===== config.mk =====
export PLATFORM = sky130hd
export DESIGN_NAME = dlc_config_regs
export DESIGN_NICKNAME = d
export VERILOG_FILES = /design/src/dlc_pkg.sv /design/src/dlc_wait_timer.sv /design/src/dlc_config_regs.sv
export SDC_FILE = /design/constraint.sdc
export NUM_CORES = 1
export LEC_CHECK = 0
export BUFFER_PORTS_ARGS = -buffer_cell sky130_fd_sc_hd__buf_2
export CAP_MARGIN = 40
export CORE_UTILIZATION = 35
export CTS_CLUSTER_SIZE = 16
export DETAILED_ROUTE_END_ITERATION = 8
export GPL_TIMING_DRIVEN = 1
export PLACE_DENSITY = 0.62
export RECOVER_POWER = 100
export REMOVE_ABC_BUFFERS = 1
export SYNTH_ARGS = -nofsm -noshare
export SYNTH_HDL_FRONTEND = slang
export SYNTH_SLANG_ARGS = --single-unit

===== constraint.sdc =====
create_clock -name REF_CLK -period 2.9 [get_ports REF_CLK]
set_input_delay 0.145 -clock REF_CLK [delete_from_list [all_inputs] [get_ports REF_CLK]]
set_output_delay 0.145 -clock REF_CLK [all_outputs]
set_load 0.01 [all_outputs]

===== src/dlc_pkg.sv =====
// Constants, register map and carrier types of the debug link config block.
// Assumes one 25 MHz clock shared by the link layer and this block.
package dlc_pkg;

	localparam int ADDR_W = 4;
	localparam int DATA_W = 8;

	// Register offsets
	localparam logic [3:0] OFS_REVISION   = 4'h0;
	localparam logic [3:0] OFS_ERROR      = 4'h1;
	localparam logic [3:0] OFS_CTRL_A     = 4'h2;
	localparam logic [3:0] OFS_CTRL_B     = 4'h3;
	localparam logic [3:0] OFS_KEY_STATUS = 4'h7;
	localparam logic [3:0] OFS_RESET_REQ  = 4'h8;
	localparam logic [3:0] OFS_CLOCK_SEL  = 4'h9;
	localparam logic [3:0] OFS_SYS_CTRL   = 4'hA;
	localparam logic [3:0] OFS_SYS_STATUS = 4'hB;
	localparam logic [3:0] OFS_CRC_STATUS = 4'hC;

	// Field positions
	localparam int REV_LSB       = 4;
	localparam int A_GAP_BIT     = 7;
	localparam int A_PARITY_BIT  = 5;
	localparam int A_TIMEOUT_BIT = 4;
	localparam int A_REPLY_BIT   = 3;
	localparam int B_NACK_BIT    = 4;
	localparam int B_COLL_BIT    = 3;
	localparam int B_DISABLE_BIT = 2;
	localparam int KEY_UROW_BIT  = 5;
	localparam int KEY_NVM_BIT   = 4;
	localparam int KEY_ERASE_BIT = 3;
	localparam int SC_UROW_BIT   = 1;
	localparam int SC_CLOCK_BIT  = 0;
	localparam int SS_RESET_BIT  = 5;
	localparam int SS_SLEEP_BIT  = 4;
	localparam int SS_NVM_BIT    = 3;
	localparam int SS_UROW_BIT   = 2;
	localparam int SS_LOCK_BIT   = 0;

	// Index of each bit of the system status input vector
	localparam int SYS_IN_W     = 5;
	localparam int SI_RESET     = 0;
	localparam int SI_SLEEP     = 1;
	localparam int SI_NVM_READY = 2;
	localparam int SI_UROW_READY = 3;
	localparam int SI_LOCKED    = 4;

	// Error codes
	localparam logic [2:0] ERR_NONE       = 3'h0;
	localparam logic [2:0] ERR_PARITY     = 3'h1;
	localparam logic [2:0] ERR_FRAME      = 3'h2;
	localparam logic [2:0] ERR_TIMEOUT    = 3'h3;
	localparam logic [2:0] ERR_CLOCK_REC  = 3'h4;
	localparam logic [2:0] ERR_RESERVED   = 3'h5;
	localparam logic [2:0] ERR_BUS        = 3'h6;
	localparam logic [2:0] ERR_CONTENTION = 3'h7;

	// Reset values and codes
	localparam logic [7:0] RESET_HOLD_CODE = 8'h59;
	localparam logic [7:0] RESET_RUN_CODE  = 8'h00;
	localparam logic [1:0] CLKSEL_RESERVED = 2'h0;
	localparam logic [1:0] CLKSEL_DEFAULT  = 2'h3;
	localparam logic [2:0] GUARD_RESERVED  = 3'h7;
	localparam logic [7:0] GUARD_MAX       = 8'h80;
	localparam logic [1:0] GAP_IDLE_BITS   = 2'h2;
	localparam int TIMEOUT_CYCLES = 65536;
	localparam int TIMEOUT_W      = 17;
	localparam int GUARD_W        = 8;

	typedef struct packed {
		logic              wr;
		logic              rd;
		logic [ADDR_W-1:0] addr;
		logic [DATA_W-1:0] wdata;
	} dlc_reg_req_t;

	typedef struct packed {
		logic [1:0] gap_bits;
		logic       parity_check_off;
		logic       timeout_check_off;
		logic       reply_signature_off;
		logic       negative_ack_off;
		logic       collision_check_off;
		logic [2:0] turnaround_guard_select;
		logic [1:0] link_clock_divider;
	} dlc_link_cfg_t;

endpackage


===== src/dlc_wait_timer.sv =====
// Loadable down counter: busy while counting, one-cycle done at the end.
// Assumes an active-low reset with synchronous release and a clock enable.
`timescale 1ns/1ps
`default_nettype none
module dlc_wait_timer #(
	parameter int W = 8
) (
	input  wire logic         clk,
	input  wire logic         rst_n,
	input  wire logic         ce,
	input  wire logic         load,
	input  wire logic [W-1:0] load_val,
	input  wire logic         abort,
	output logic              busy,
	output logic              done
);
	logic [W-1:0] count;

	always_ff @(posedge clk or negedge rst_n) begin
		if (!rst_n) begin
			count <= '0;
			done  <= 1'b0;
		end else if (ce) begin
			done <= 1'b0;
			if (load) begin
				count <= load_val;
			end else if (abort) begin
				count <= '0;
			end else if (count != '0) begin
				count <= count - W'(1);
				done  <= (count == W'(1));
			end
		end
	end

	assign busy = (count != '0);
endmodule // dlc_wait_timer
`default_nettype wire


===== src/dlc_config_regs.sv =====
// Configuration, status and key registers of the single-wire debug link.
// Assumes the link layer decodes register instructions onto REG_REQ and
// that the system status inputs come from another clock domain.
`timescale 1ns/1ps
`default_nettype none
module dlc_config_regs
	import dlc_pkg::*;
#(
	parameter logic [3:0] REVISION     = 4'h1, // Arbitrary value
	parameter int         TIMEOUT_CNT  = dlc_pkg::TIMEOUT_CYCLES
) (
	input  wire logic                  REF_CLK,
	input  wire logic                  RST_B,
	input  wire logic                  CE,
	input  wire dlc_pkg::dlc_reg_req_t REG_REQ,
	output logic [7:0]                 REG_RDATA,
	input  wire logic                  ERR_VALID,
	input  wire logic [2:0]            ERR_CODE,
	input  wire logic                  ACC_START,
	input  wire logic                  ACC_DONE,
	input  wire logic                  TURNAROUND,
	output logic                       TX_READY,
	input  wire logic                  XFER_BUSY,
	output logic                       NACK_REQ,
	input  wire logic                  KEY_UROW,
	input  wire logic                  KEY_NVM,
	input  wire logic                  KEY_ERASE,
	input  wire logic                  LINK_ENABLE,
	input  wire logic [4:0]            SYS_STATUS_IN,
	input  wire logic [2:0]            CRC_STATUS,
	output dlc_pkg::dlc_link_cfg_t     LINK_CFG,
	output logic                       SYS_RESET,
	output logic                       CLOCK_HOLD,
	output logic                       UROW_DONE,
	output logic                       LINK_DISABLE
);
	import dlc_pkg::*;
	logic                rst_meta, rst_n;
	logic [SYS_IN_W-1:0] sys_meta, sys_sync;
	logic                nvm_ready_d, reset_seen;
	logic                gap_enable, parity_check_off;
	logic                timeout_check_off, reply_signature_off;
	logic                negative_ack_off, collision_check_off;
	logic [2:0]          turnaround_guard_select, error_code_field;
	logic                user_row_key_flag, nvm_write_key_flag;
	logic                erase_key_flag, system_clock_hold;
	logic [7:0]          system_reset_code, next_rdata;
	logic [1:0]          link_clock_divider;
	logic [GUARD_W-1:0]  guard_cycles;
	logic                timeout_done, guard_busy;
	logic                wr_en, rd_en, disable_req, reset_issue;
	logic                nvm_ready_rise, err_accept;

	// Reset release through two flops
	always_ff @(posedge REF_CLK or negedge RST_B) begin
		if (!RST_B) begin
			rst_meta <= 1'b0;
			rst_n    <= 1'b0;
		end else begin
			rst_meta <= 1'b1;
			rst_n    <= rst_meta;
		end
	end

	// System-domain status crosses into this clock
	for (genvar i = 0; i < SYS_IN_W; i++) begin : g_sync
		always_ff @(posedge REF_CLK or negedge rst_n) begin
			if (!rst_n) begin
				sys_meta[i] <= 1'b0;
				sys_sync[i] <= 1'b0;
			end else if (CE) begin
				sys_meta[i] <= SYS_STATUS_IN[i];
				sys_sync[i] <= sys_meta[i];
			end
		end
	end

	// Only link instructions arrive here; no CPU port exists
	assign wr_en = CE && REG_REQ.wr;
	assign rd_en = CE && REG_REQ.rd;
	assign disable_req = wr_en && (REG_REQ.addr == OFS_CTRL_B)
		&& REG_REQ.wdata[B_DISABLE_BIT];
	assign reset_issue = wr_en && (REG_REQ.addr == OFS_RESET_REQ)
		&& (REG_REQ.wdata == RESET_HOLD_CODE);
	assign nvm_ready_rise = sys_sync[SI_NVM_READY] && !nvm_ready_d;

	// Link option registers
	always_ff @(posedge REF_CLK or negedge rst_n) begin
		if (!rst_n) begin
			{gap_enable, parity_check_off, timeout_check_off} <= '0;
			{reply_signature_off, turnaround_guard_select} <= '0;
			{negative_ack_off, collision_check_off} <= '0;
		end else if (disable_req) begin
			{gap_enable, parity_check_off, timeout_check_off} <= '0;
			{reply_signature_off, turnaround_guard_select} <= '0;
			{negative_ack_off, collision_check_off} <= '0;
		end else if (wr_en && REG_REQ.addr == OFS_CTRL_A) begin
			gap_enable              <= REG_REQ.wdata[A_GAP_BIT];
			parity_check_off        <= REG_REQ.wdata[A_PARITY_BIT];
			timeout_check_off       <= REG_REQ.wdata[A_TIMEOUT_BIT];
			reply_signature_off     <= REG_REQ.wdata[A_REPLY_BIT];
			turnaround_guard_select <= REG_REQ.wdata[2:0];
		end else if (wr_en && REG_REQ.addr == OFS_CTRL_B) begin
			negative_ack_off    <= REG_REQ.wdata[B_NACK_BIT];
			collision_check_off <= REG_REQ.wdata[B_COLL_BIT];
		end
	end

	// Filtered error events; disabled parity and collision checks never report, a link time-out code still does
	assign err_accept = ERR_VALID && ERR_CODE != ERR_NONE
		&& ERR_CODE != ERR_RESERVED
		&& !(ERR_CODE == ERR_PARITY && parity_check_off)
		&& !(ERR_CODE == ERR_CONTENTION && collision_check_off);

	// Error code: a new error wins over the read clear
	always_ff @(posedge REF_CLK or negedge rst_n) begin
		if (!rst_n) begin
			error_code_field <= ERR_NONE;
		end else if (CE) begin
			if (disable_req)
				error_code_field <= ERR_NONE;
			else if (timeout_done && !timeout_check_off)
				error_code_field <= ERR_TIMEOUT;
			else if (err_accept)
				error_code_field <= ERR_CODE;
			else if (rd_en && REG_REQ.addr == OFS_ERROR)
				error_code_field <= ERR_NONE;
		end
	end

	// Key flags: decode sets, documented events clear
	always_ff @(posedge REF_CLK or negedge rst_n) begin
		if (!rst_n) begin
			{user_row_key_flag, nvm_write_key_flag, erase_key_flag} <= '0;
		end else if (disable_req) begin
			{user_row_key_flag, nvm_write_key_flag, erase_key_flag} <= '0;
		end else if (CE) begin
			if (KEY_UROW)
				user_row_key_flag <= 1'b1;
			else if (wr_en && REG_REQ.addr == OFS_KEY_STATUS
				&& REG_REQ.wdata[KEY_UROW_BIT])
				user_row_key_flag <= 1'b0;
			if (KEY_NVM)
				nvm_write_key_flag <= 1'b1;
			else if (nvm_ready_rise)
				nvm_write_key_flag <= 1'b0;
			if (KEY_ERASE)
				erase_key_flag <= 1'b1;
			else if (reset_issue)
				erase_key_flag <= 1'b0;
		end
	end

	// Reset request, clock select, clock hold; none touch rst_n
	always_ff @(posedge REF_CLK or negedge rst_n) begin
		if (!rst_n) begin
			system_reset_code  <= RESET_RUN_CODE;
			link_clock_divider <= CLKSEL_DEFAULT;
			system_clock_hold  <= 1'b0;
		end else if (disable_req) begin
			system_clock_hold  <= 1'b0;
			link_clock_divider <= CLKSEL_DEFAULT;
		end else if (CE) begin
			if (LINK_ENABLE) begin
				system_clock_hold  <= 1'b1;
				link_clock_divider <= CLKSEL_DEFAULT;
			end else if (wr_en && REG_REQ.addr == OFS_CLOCK_SEL
				&& REG_REQ.wdata[1:0] != CLKSEL_RESERVED) begin
				link_clock_divider <= REG_REQ.wdata[1:0];
			end else if (wr_en && REG_REQ.addr == OFS_SYS_CTRL) begin
				system_clock_hold <= REG_REQ.wdata[SC_CLOCK_BIT];
			end
			if (wr_en && REG_REQ.addr == OFS_RESET_REQ)
				system_reset_code <= REG_REQ.wdata;
		end
	end

	// Pulses, sticky reset-seen flag and edge history
	always_ff @(posedge REF_CLK or negedge rst_n) begin
		if (!rst_n) begin
			{NACK_REQ, UROW_DONE, LINK_DISABLE} <= '0;
			{reset_seen, nvm_ready_d} <= '0;
		end else if (CE) begin
			NACK_REQ     <= reset_issue && XFER_BUSY && !negative_ack_off;
			UROW_DONE    <= wr_en && REG_REQ.addr == OFS_SYS_CTRL
				&& REG_REQ.wdata[SC_UROW_BIT] && user_row_key_flag;
			LINK_DISABLE <= disable_req;
			nvm_ready_d  <= sys_sync[SI_NVM_READY];
			if (sys_sync[SI_RESET] || SYS_RESET)
				reset_seen <= 1'b1;
			else if (rd_en && REG_REQ.addr == OFS_SYS_STATUS)
				reset_seen <= 1'b0;
		end
	end

	// Guard length: 128 shifted right by the code; reserved code 7 gives 128
	assign guard_cycles = (turnaround_guard_select == GUARD_RESERVED)
		? GUARD_MAX : (GUARD_MAX >> turnaround_guard_select);

	dlc_wait_timer #(.W(GUARD_W)) u_guard (
		.clk      (REF_CLK),
		.rst_n    (rst_n),
		.ce       (CE),
		.load     (TURNAROUND),
		.load_val (guard_cycles),
		.abort    (disable_req),
		.busy     (guard_busy),
		.done     ()
	);
	dlc_wait_timer #(.W(TIMEOUT_W)) u_timeout (
		.clk      (REF_CLK),
		.rst_n    (rst_n),
		.ce       (CE),
		.load     (ACC_START),
		.load_val (TIMEOUT_W'(TIMEOUT_CNT)),
		.abort    (ACC_DONE || disable_req),
		.busy     (),
		.done     (timeout_done)
	);

	// Read mux
	always_comb begin
		next_rdata = 8'h00;
		unique case (REG_REQ.addr)
			OFS_REVISION:   next_rdata[7:REV_LSB] = REVISION;
			OFS_ERROR:      next_rdata[2:0] = error_code_field;
			OFS_CTRL_A: begin
				next_rdata[A_GAP_BIT]     = gap_enable;
				next_rdata[A_PARITY_BIT]  = parity_check_off;
				next_rdata[A_TIMEOUT_BIT] = timeout_check_off;
				next_rdata[A_REPLY_BIT]   = reply_signature_off;
				next_rdata[2:0]           = turnaround_guard_select;
			end
			OFS_CTRL_B: next_rdata[B_NACK_BIT:B_COLL_BIT]
				= {negative_ack_off, collision_check_off};
			OFS_KEY_STATUS: next_rdata[KEY_UROW_BIT:KEY_ERASE_BIT]
				= {user_row_key_flag, nvm_write_key_flag, erase_key_flag};
			OFS_RESET_REQ:  next_rdata = system_reset_code;
			OFS_CLOCK_SEL:  next_rdata[1:0] = link_clock_divider;
			OFS_SYS_CTRL:   next_rdata[SC_CLOCK_BIT] = system_clock_hold;
			OFS_SYS_STATUS: begin
				next_rdata[SS_RESET_BIT] = reset_seen;
				next_rdata[SS_SLEEP_BIT] = sys_sync[SI_SLEEP];
				next_rdata[SS_NVM_BIT]   = sys_sync[SI_NVM_READY];
				next_rdata[SS_UROW_BIT]  = sys_sync[SI_UROW_READY];
				next_rdata[SS_LOCK_BIT]  = sys_sync[SI_LOCKED];
			end
			OFS_CRC_STATUS: next_rdata[2:0] = CRC_STATUS;
			default:        next_rdata = 8'h00;
		endcase
	end

	always_ff @(posedge REF_CLK or negedge rst_n) begin
		if (!rst_n)
			REG_RDATA <= 8'h00;
		else if (rd_en)
			REG_RDATA <= next_rdata;
	end

	assign LINK_CFG.gap_bits = gap_enable ? GAP_IDLE_BITS : 2'h0;
	assign LINK_CFG.parity_check_off        = parity_check_off;
	assign LINK_CFG.timeout_check_off       = timeout_check_off;
	assign LINK_CFG.reply_signature_off     = reply_signature_off;
	assign LINK_CFG.negative_ack_off        = negative_ack_off;
	assign LINK_CFG.collision_check_off     = collision_check_off;
	assign LINK_CFG.turnaround_guard_select = turnaround_guard_select;
	assign LINK_CFG.link_clock_divider      = link_clock_divider;
	assign SYS_RESET  = (system_reset_code == RESET_HOLD_CODE);
	assign CLOCK_HOLD = system_clock_hold;
	assign TX_READY   = !guard_busy;
endmodule // dlc_config_regs
`default_nettype wire


# After elaboration in Yosys (flattened, before gate mapping)
# Index checks and enable logic that the tools add are counted.
# totals
input_bits	37
out_inout_bits	26
elab_cells	181
register_bits	77
# op_classes
add_sub_neg	2
n_bitwise	1
n_shift	1
reduce_logical	62
n_eq_ne	18
n_mux	62
# ops
op	n
two-way mux 17 bit	3
two-way mux 1 bit	37
two-way mux 8 bit	4
logical AND 1 bit	26
nonzero test 3 bit	8
equality test 4 bit (second input constant)	5
two-way mux 3 bit	6
AND reduction 2 bit	9
equality test 17 x 1 -> 1 bit (second input constant)	1
nonzero test 17 bit	1
subtractor 17 x 1 -> 17 bit (second input constant)	1
equality test 8 x 7 -> 1 bit (second input constant)	2
one-hot mux 1 bit (5 select lines)	3
two-way mux 2 bit	5
nonzero test 2 bit	5
equality test 4 x 2 -> 1 bit (second input constant)	2
nonzero test 8 bit	1
>> shifter 8 x 3 -> 8 bit (first input constant)	1
subtractor 8 x 1 -> 8 bit (second input constant)	1
one-hot mux 1 bit (7 select lines)	1
equality test 3 bit (second input constant)	2
zero test 1 bit	6
!= test 3 bit (second input constant)	2
one-hot mux 1 bit (6 select lines)	1
11 further kinds	13

# Logic depth before layout (Yosys ltp)
# Gate-level depths: netlist of the first run.
# depth
depth_word	8
depth_mapped	7
depth_no_buf	6

# Hierarchy
# A second synthesis of the first run with hierarchy kept.
# hier_totals
hier_cells	471
area_unflattened_um2	4504.3
# modules_own_cells
module	area_each_um2	cells_per_inst	seq_area_each_um2	instances
dlc_config_regs	2698.8	261	1278.7	1
dlc_wait_timer (u_timeout)	1228.7	144	450.4	1
dlc_wait_timer (u_guard)	576.8	66	225.2	1

# Least setup slack after synthesis of the first run
# OpenSTA, ideal clock, no wires.
# synth_timing
kind	reg2reg
start	register u_guard.count[0]
end	register u_guard.count[0]
setup_slack_ps	972
path_stages_with_launch	7
path_buffers	0
arrival_time_ps	1803
setup_time_ps	125
period_less_slack_ps	1928
path_cell_list	dfrtp_1 > inv_1 > ha_1 > nor4b_2 > o2111ai_2 > nand2_1 > mux2_2
# synth_via
elab_chain_cells	4
elab_cells_between_ends	7
cone_classes	add/sub (1); mux (3); reduce/logical (3)
# synth_rtl
item	line	source
start, declared	dlc_wait_timer.sv:17	logic [W-1:0] count;
start signal, assigned	dlc_wait_timer.sv:26	count <= load_val;
start signal, assigned	dlc_wait_timer.sv:30	count <= count - W'(1);
subtractor 8 x 1 -> 8 bit	dlc_wait_timer.sv:30	
two-way mux 8 bit	dlc_wait_timer.sv:29	end else if (count != '0) begin
two-way mux 8 bit	dlc_wait_timer.sv:27	end else if (abort) begin
two-way mux 8 bit	dlc_wait_timer.sv:25	if (load) begin
# Parallel ways exist; a longest one is shown, timed or not. The select of a mux whose other input is x is not followed.
# A chain may end at the register's enable or synchronous reset.

# Worst setup path in the final report of the first run
# layout_timing
start	input CE
end	register gap_enable
# layout_via
elab_chain_cells	4
elab_cells_between_ends	6
cone_classes	mux (1); reduce/logical (5)
# layout_rtl
item	line	source
start, declared	dlc_config_regs.sv:14	input wire logic CE,
logical AND 1 bit *	dlc_config_regs.sv:79	assign wr_en = CE && REG_REQ.wr;
logical AND 1 bit	dlc_config_regs.sv:81	assign disable_req = wr_en && (REG_REQ.addr == OFS_CTRL_B)
logical AND 1 bit	dlc_config_regs.sv:82	&& REG_REQ.wdata[B_DISABLE_BIT];
two-way mux 1 bit or nonzero test 2 bit (tied branches)	-	
end signal, assigned	dlc_config_regs.sv:98	gap_enable <= REG_REQ.wdata[A_GAP_BIT];
end, declared	dlc_config_regs.sv:41	logic gap_enable, parity_check_off;
# Mark *: on every way between the ends. The rest lies on a longest branch, timed or not.

==> flow_metrics.py, run 1 <==
metrics = {
    "run_status": {
        "status": "completed",
    },
    "min_path": {
        "min_to": "sys_meta[4]$_DFFE_PN0P_",
        "hp-class": "in -> reg",
        "hold_depth": 2,
        "hold_start": "SYS_STATUS_IN[4]",
    },
    "timing": {
        "clock.fmax_mhz": 431,
        "final-hold-violation-count": 0,
        "rsz0062_at_grt": "no",
        "final.setup.tns_ps": 0,
        "fin_crit_sh": 0.800,
        "timing.hold.ws_ps": 32.1,
        "setup_viol": 0,
        "tightestPinTransition_ps": 1120,
        "slew_viol_final": 0,
        "skew_ps": 10.3,
        "max-slew-margin-rel": 0.254,
        "timing.final.crit_period_ps": 2320,
    },
    "synth": {
        "synth.cell_area_um2": 4320,
        "ys.flop_type": "dfrtp_1",
        "synth_common_cells": "dfrtp_1, mux2_2, inv_1",
        "post-synth-top-count-cell": "dfrtp_1",
        "synth-edff-count": 0,
        "ys_warn_count": 0,
        "synth_top_area_share": 0.434,
        "postSynth.asyncResetShare": 1.00,
        "synthTopCellsByArea": "dfrtp_1, mux2_2, nand4_1",
        "synth-seq-cells": 77,
        "syn-instance-count": 415,
        "yosys.area.top_type": "dfrtp_1",
        "ys_seq_area_frac": 0.446,
        "syn_avg_cell_area_um2": 10.4,
        "ys_types": 69,
    },
    "clocking": {
        "clk_pin_slew_worst_paths_ps": 70,
        "cts-buffers-inserted": 9,
        "htreeDepth": 3,
        "post_cts_buffers": 0,
        "clock-root-buffer": "clkbuf_16",
        "cts-resized-gates": 0,
        "clock_sinks": 77,
        "cts_buffer_depth": 2,
        "clock_latency_ps": 340,
        "cts_tree": "built",
    },
    "layout": {
        "fin_cells": 617,
        "area_delta_synth_final_pct": 14.4,
        "finalNetCount": 505,
        "diodes": 0,
        "drive_gt1_frac": 0.196,
        "multiInputGateArea_um2": 2100,
        "regArea_um2": 1930,
        "fill_cells": 1190,
    },
    "worst_setup_path": {
        "timing.reg2reg.setup_slack_ps": 590,
        "worstPathBufferInverterCount": 2,
        "worstPathCellList": "clkbuf_1 -> clkbuf_1 -> and2_0 -> and2_0 -> nor2_1 -> a22o_1",
        "start_kind": "input pin",
        "required_ps": 3130,
        "critical_path_class": "in -> reg",
        "reg2regPathDepth": 6,
        "cp-end-kind": "register",
        "crit_slowest_cell": "clkbuf_1",
        "arrival_ps": 2550,
        "r2r-start": "u_guard.count[0]$_DFFE_PN0P_",
        "r2r_end": "u_guard.count[0]$_DFFE_PN0P_",
        "cp_max_fo": 23,
        "cp_top_family": "simple AND/OR/NAND/NOR gates",
        "max_stage_delay_ps": 820,
    },
    "global_route": {
        "grt_max_degree": 50,
        "grt_usage": 0.183,
        "antenna_found_initial": 0,
        "overflow": 0,
        "grt_pass1_wl_um": 18300,
        "grt_pass1_vias": 3491,
    },
    "route": {
        "drc": 0,
        "routed_wl_um": 11400,
        "drt_iter0_drc": 293,
        "vias_per_cell": 5.96,
        "dr.pass1.iters": 5,
        "post_drt_wl_per_cell_um": 18.4,
        "vias": 3676,
        "ant_nets": 0,
    },
    "job": {
        "maxCapViolations": 0,
    },
    "die": {
        "io_pins": 63,
        "die_area_um2": 12800,
        "coreArea_um2": 12000,
        "rows": 40,
        "die_width_um": 113,
        "initial_core_util": 0.360,
        "die_h_um": 113,
    },
    "power_and_ir_drop": {
        "p_per_area_nw_per_um2": 782,
        "power_leakage_nw": 2.06,
        "ir_worst_vdd_mv": 0.327,
    },
    "placed_design": {
        "routabilityCongestion": 0.851,
        "port_buffers": 61,
        "dp_hpwl_um": 8080,
        "dp_cells": 600,
    },
}
## flip-flops by register name, indices dropped and copies added (netlist names), 3 cells and up
signal	flops
error_code_field	3
u_timeout.count	17
sys_sync	5
sys_meta	5
turnaround_guard_select	3
u_guard.count	8
REG_RDATA	8
system_reset_code	8
## layout by cell type, fill, tap and decap left out, types with 13 or more instances in the layout
master	n
o21ai_0	18
nor2_1	17
inv_1	23
mux2_2	25
nand3_1	13
buf_2	36
nand4_1	14
nand2_1	21
dfrtp_1	75
clkbuf_1	28
## area by class of cell
class | instances | share of cell area
Sequential cell | 77 | 0.390
Timing Repair Buffer | 69 | 0.0683
Tap cell | 147 | 0.0372
Clock inverter | 7 | 0.0159
Multi-Input combinational cell | 285 | 0.426
Clock buffer | 9 | 0.0455
Inverter | 23 | 0.0175
## layer usage
metal	part of all wire	GRT usage
met2	0.48	0.302
met4	0.021	0.0649
met3	0.048	0.0305
met5	0	0
met1	0.45	0.242
## power by group
group / internal [W] / switching, W / leakage, nW
clock: 0.000679 / 0.000489 / 0.151
combinational: 0.000504 / 0.000636 / 0.940
sequential: 0.00129 / 0.000273 / 0.968
total: 0.00247 / 0.00140 / 2.06
## per-stage QoR
| step | worst slack [ps] | total power (W) | utilization | cell area [um2] |
|---|---|---|---|---|
| after floorplan | 600 | 0.00239 | - | 4170 |
| after global placement | 712 | 0.00274 | 0.393 | 4720 |
| after detailed placement | 682 | 0.00277 | 0.393 | 4720 |
| after CTS | 673 | 0.00395 | 0.419 | 5040 |
| after global routing | 385 | 0.00408 | 0.412 | 4950 |
| final | 581 | 0.00387 | 0.412 | 4950 |
## timing repair
item	in CTS	in global routing
endpoints found under the hold margin	2	0
endpoints found under the setup margin	0	0
hold buffers	1	0
## worst max-delay path by stage
stage,slack (ps),start,endpoint,cells after the start
2_1_floorplan,600,rst_n$_DFF_PN0_,CLOCK_HOLD$_DFFE_PN0P_,0
3_3_place_gp,710,u_guard.count[0]$_DFFE_PN0P_,u_guard.count[0]$_DFFE_PN0P_,6
3_5_place_dp,680,u_timeout.count[0]$_DFFE_PN0P_,u_timeout.count[6]$_DFFE_PN0P_,6
4_1_cts,670,u_timeout.count[0]$_DFFE_PN0P_,u_timeout.count[6]$_DFFE_PN0P_,6
5_1_grt,390,u_timeout.count[13]$_DFFE_PN0P_,u_timeout.count[12]$_DFFE_PN0P_,4
6_report,580,CE,gap_enable$_DFFE_PN0P_,6
## worst register-to-register path, cell delays in order (launching register included)
cell       delay, ps
dfrtp_1          410
inv_1             70
ha_1             190
nor4b_2          440
o2111ai_1        360
nand2_1          350
mux2_2           370
## cells by family (layout without fill, tap and decap cells)
group                    Yosys count  in the layout  synth area share
other                              2              2           0.00174
adder cells (fa/ha/maj)            3              3           0.00868
flip-flops                        77             77             0.446
AND/OR/NAND/NOR                  137            137             0.203
buffers and inverters             53            108            0.0556
XOR/XNOR                           1              1           0.00203
AO/OA/AOI/OAI                    112            112             0.206
multiplexers                      30             30            0.0767
(Power assumes the default switching activity.)
==> run 2, diff against run 1 <==
- PLACE_DENSITY: 0.62 -> 0.64
- clock period: 2.9 -> 2.1 ns (I/O delays scaled with it)
==> run 2 against run 1 <==
Die area unchanged. Flip-flop and latch count unchanged. Cell area up 4.7%. Global-route usage up 0.66 points. Clock skew down 3.3 ps. Clock-buffer cell count unchanged. Cell count up 4.2%. Via count up 1.4%. Non-clock buffer count up 26. Clock power up 38%. Wire length up 0.92%. Critical path type is now reg -> reg. Critical endpoint is now u_timeout.count[12]$_DFFE_PN0P_.
==> flow_metrics.py, run 2 (synthesized netlist as in run 1, its figures left out) <==
metrics = {
    "timing": {
        "tightestPinTransition_ps": 955,
        "skew_ps": 6.92,
        "rsz0062_at_grt": "no",
        "clock.fmax_mhz": 508,
        "max-slew-margin-rel": 0.364,
        "final-hold-violation-count": 0,
        "slew_viol_final": 0,
        "timing.final.crit_period_ps": 1970,
        "setup_viol": 0,
        "fin_crit_sh": 0.937,
        "final.setup.tns_ps": 0,
    },
    "min_path": {
        "hp-class": "in -> reg",
        "hold_depth": 2,
    },
    "placed_design": {
        "placed_area_um2": 4870,
        "routabilityCongestion": 0.856,
        "dp_hpwl_um": 8410,
        "dp_cells": 620,
        "port_buffers": 61,
    },
    "worst_setup_path": {
        "r2r-start": "u_timeout.count[13]$_DFFE_PN0P_",
        "cp_max_fo": 5,
        "start_kind": "register",
        "cp-end-kind": "register",
        "crit_path_start": "u_timeout.count[13]$_DFFE_PN0P_",
        "required_ps": 2350,
        "critical_path_class": "reg -> reg",
        "critPathCapture": "u_timeout.count[12]$_DFFE_PN0P_",
        "reg2regPathDepth": 5,
        "arrival_ps": 2220,
        "timing.reg2reg.setup_slack_ps": 130,
        "r2r_end": "u_timeout.count[12]$_DFFE_PN0P_",
    },
    "global_route": {
        "grt_max_degree": 37,
        "grt_pass1_wl_um": 18900,
        "overflow": 0,
        "antenna_found_initial": 0,
        "grt_usage": 0.189,
        "grt_pass1_vias": 3599,
    },
    "clocking": {
        "clock-root-buffer": "clkbuf_16",
        "clk_pin_slew_worst_paths_ps": 60,
        "cts-buffers-inserted": 9,
        "clock_sinks": 77,
        "cts_buffer_depth": 2,
        "htreeDepth": 3,
        "cts_tree": "built",
        "clock_latency_ps": 340,
    },
    "route": {
        "drc": 0,
        "ant_nets": 0,
        "vias_per_cell": 5.80,
        "vias": 3727,
        "post_drt_wl_per_cell_um": 17.9,
        "drt_iter0_drc": 252,
        "routed_wl_um": 11500,
        "dr.pass1.iters": 5,
    },
    "layout": {
        "final_common_cell": "dfrtp_1",
        "fin_util": 0.431,
        "final_cell_mix": "dfrtp_1, buf_2, clkbuf_1",
        "fin_cells": 643,
        "largest_register": "u_timeout.count",
        "area_delta_synth_final_pct": 19.7,
        "diodes": 0,
        "finalNetCount": 531,
        "largest_reg_flops": 17,
        "design_area_um2": 5180,
        "drive_gt1_frac": 0.234,
    },
    "run_status": {
        "status": "completed",
    },
    "power_and_ir_drop": {
        "power_leakage_nw": 2.18,
        "p_per_area_nw_per_um2": 1070,
        "total_power_w": 0.00555,
        "ir_worst_vdd_mv": 0.503,
    },
    "die": {
        "io_pins": 63,
        "die_width_um": 113,
        "coreArea_um2": 12000,
        "die_area_um2": 12800,
        "rows": 40,
        "initial_core_util": 0.360,
        "die_h_um": 113,
    },
    "job": {
        "maxCapViolations": 0,
    },
}
-- run 2: cell types whose count changed in the layout (fill, tap and decap cells not counted), moves of 2 or more --
cell | previous run | this run
clkbuf_1 | 28 | 31
clkbuf_2 | 0 | 5
nor4b_1 | 3 | 5
buf_4 | 3 | 17
dlygate4sd3_1 | 1 | 5
clkinvlp_4 | 0 | 2
o221ai_2 | 0 | 2
nor4b_2 | 3 | 1
inv_6 | 4 | 2
o221ai_1 | 7 | 5
-- run 2: stage by stage --
stage               setup slack [ps]  hold slack (ps)
finish                           133             6.15
global route                    23.5             9.66
CTS                             73.6           0.0654
detailed placement              8.21             -108
global placement                83.0             -109
floorplan                       -200             -191
-- run 2: worst min-delay path by stage --
stage                                start                               end  slack [ps]
after detailed placement             RST_B                rst_meta$_DFF_PN0_        -110
after global routing      SYS_STATUS_IN[2]           sys_meta[2]$_DFFE_PN0P_          10
after CTS                 SYS_STATUS_IN[3]           sys_meta[3]$_DFFE_PN0P_        0.07
final                           REG_REQ[6]  system_reset_code[6]$_DFFE_PN0P_           6
after global placement               RST_B                rst_meta$_DFF_PN0_        -110
after floorplan                      RST_B                rst_meta$_DFF_PN0_        -190
-- run 2: layer usage --
metal / vias up / part of all wire / GRT usage
li1: 1743 / - / -
met1: 1848 / 0.45 / 0.257
met2: 123 / 0.48 / 0.311
met3: 13 / 0.051 / 0.0354
met4: 0 / 0.013 / 0.0491
met5: - / 0 / 0
-- run 2: critical path, cell delays in order (launching register included) --
cell,delay (ps)
dfrtp_1,430
or4_4,580
nor4_4,320
a41oi_4,180
clkbuf_2,200
o221ai_2,170
-- run 2: report_power, final --
group          leakage, nW  internal (W)  switching, W
sequential           0.968       0.00178      0.000337
combinational         1.06      0.000838      0.000974
clock                0.145      0.000939      0.000679
total                 2.18       0.00356       0.00199
-- run 2: what timing repair did --
action / CTS / global route
endpoints found under the setup margin: 1 / 10
endpoints found under the hold margin: 5 / 1
setup buffers: 2 / 0
pin swaps: 1 / 0
gates resized for setup: 0 / 2
hold buffers: 4 / 1
-- run 2: layout make-up --
cell class                      count  area (um2)
Timing Repair Buffer               95         534
Clock buffer                        9         225
Multi-Input combinational cell    285        2130
Clock inverter                      7        82.6
Fill cell                        1170        6840
Sequential cell                    77        1930
Inverter                           23        86.3
Tap cell                          147         184
==> run 3, diff against run 2 <==
- CORE_MARGIN: unset -> 1.5
==> run 3 against run 2 <==
Critical path depth grew 1. First-iteration DRC count rose by 41%. Largest cell class unchanged. Non-clock buffer count fell by 3. Critical endpoint is now u_timeout.count[7]$_DFFE_PN0P_. Sequential power about the same. Flip-flop and latch count stayed put.
==> flow_metrics.py, run 3 (synthesized netlist as in run 1, its figures left out) <==
metrics = {
    "global_route": {
        "busiest_layer": "met2",
        "grtUsageMet3": 0.0371,
        "grt_pass1_vias": 3522,
        "grt_util_met1": 0.256,
        "grt_pass1_wl_um": 18700,
        "grt_usage": 0.185,
        "antenna_found_initial": 0,
        "use_met2": 0.297,
        "grt_max_degree": 35,
        "overflow": 0,
    },
    "layout": {
        "fin_util": 0.428,
        "final_common_cell": "dfrtp_1",
        "largest_reg_flops": 17,
        "drive_gt1_frac": 0.235,
        "final_cell_mix": "dfrtp_1, buf_2, clkbuf_1",
        "diodes": 0,
        "area_delta_synth_final_pct": 19.0,
        "largest_register": "u_timeout.count",
        "finalNetCount": 529,
    },
    "worst_setup_path": {
        "arrival_ps": 2220,
        "start_kind": "register",
        "worstPathCellList": "inv_1 -> ha_1 -> or3b_4 -> nor2_2 -> a41oi_2 -> o22ai_1",
        "required_ps": 2350,
        "cp-end-kind": "register",
        "max_stage_delay_ps": 410,
        "cp_top_family": "simple AND/OR/NAND/NOR gates",
        "crit_slowest_cell": "dfrtp_1",
        "worstPathBufferInverterCount": 1,
        "cp_max_fo": 6,
        "critical_path_class": "reg -> reg",
    },
    "clocking": {
        "clock-root-buffer": "clkbuf_16",
        "cts-buffers-inserted": 9,
        "clk_pin_slew_worst_paths_ps": 60,
        "clock_latency_ps": 340,
        "htreeDepth": 3,
        "cts_buffer_depth": 2,
        "cts_tree": "built",
        "clock_sinks": 77,
    },
    "power_and_ir_drop": {
        "total_power_w": 0.00548,
        "p_per_area_nw_per_um2": 1060,
        "ir_worst_vdd_mv": 0.508,
        "power_leakage_nw": 2.16,
    },
    "route": {
        "ant_nets": 0,
        "routed_wl_um": 11600,
        "vias_per_cell": 5.84,
        "dr.pass1.iters": 5,
        "drt_iter0_drc": 356,
        "drc": 0,
        "vias": 3744,
        "post_drt_wl_per_cell_um": 18.1,
    },
    "placed_design": {
        "dp_hpwl_um": 8400,
        "routabilityCongestion": 0.829,
        "dpl_worst_slack_ps": 35.5,
        "port_buffers": 61,
    },
    "die": {
        "die_area_um2": 13000,
        "initial_core_util": 0.360,
        "rows": 40,
        "die_h_um": 114,
        "io_pins": 63,
        "coreArea_um2": 12000,
        "die_width_um": 114,
    },
    "timing": {
        "rsz0062_at_grt": "no",
        "final.setup.tns_ps": 0,
        "max-slew-margin-rel": 0.399,
        "final-hold-violation-count": 0,
        "skew_ps": 8.76,
        "setup_viol": 0,
        "timing.hold.ws_ps": 7.63,
        "setup_slack_ps": 135,
        "slew_viol_final": 0,
        "fin_crit_sh": 0.936,
        "tightestPinTransition_ps": 902,
        "timing.final.crit_period_ps": 1970,
        "clock.fmax_mhz": 509,
    },
    "min_path": {
        "hp-class": "in -> reg",
    },
    "job": {
        "maxCapViolations": 0,
    },
    "run_status": {
        "status": "completed",
    },
}
==> run 3: cell type report <==
cell class,instances,area [um2]
clock inverters,7,65.1
well taps,147,184
flip-flops and latches,77,1930
fillers,1182,6870
inverters,23,86.3
repair buffers,92,505
clock buffers,9,225
multi-input cells,286,2150
==> run 3: power breakdown <==
| part | switching, W | internal, W |
|---|---|---|
| Sequential | 0.000336 | 0.00178 |
| Combinational | 0.000987 | 0.000833 |
| Clock | 0.000709 | 0.000833 |
| Total | 0.00203 | 0.00344 |
==> run 3: worst paths after layout <==
check                                                from                               to  slack [ps]  cells past startpoint
min in group asynchronous                           RST_B               rst_meta$_DFF_PN0_          80                      2
min reg2reg                               rst_n$_DFF_PN0_  error_code_field[2]$_DFFE_PN0P_         240                      0
min                                             XFER_BUSY             NACK_REQ$_DFFE_PN0P_           8                      3
max                        u_timeout.count[1]$_DFFE_PN0P_   u_timeout.count[7]$_DFFE_PN0P_         130                      6
max reg2reg                u_timeout.count[1]$_DFFE_PN0P_   u_timeout.count[7]$_DFFE_PN0P_         130                      6
max in group asynchronous                 rst_n$_DFF_PN0_         REG_RDATA[6]$_DFFE_PN0P_         650                      1
==> run 3: worst reg2reg max path, cell delays in order, from the launching register on <==
cell     delay, ps
dfrtp_1        410
inv_1          130
ha_1           180
or3b_4         410
nor2_2         210
a41oi_2        290
o22ai_1        250
==> run 3: what timing repair did <==
item | 4_1_cts | 5_1_grt
buffers inserted | 0 | 0
endpoints found under the setup margin | 0 | 12
hold buffers | 6 | 0
hold endpoints to repair | 7 | 0
resized for setup | 0 | 4
==> run 3: metal layers <==
layer,up-vias,share of wire
li1,1744,-
met1,1862,0.45
met2,127,0.49
met3,11,0.052
met4,0,0.011
met5,-,0
==> run 3: stage by stage <==
step,cells,instance area [um2]
after floorplan,385,4170
after global placement,618,4860
after detailed placement,618,4860
after CTS,640,5210
after global routing,641,5150
final,641,5150
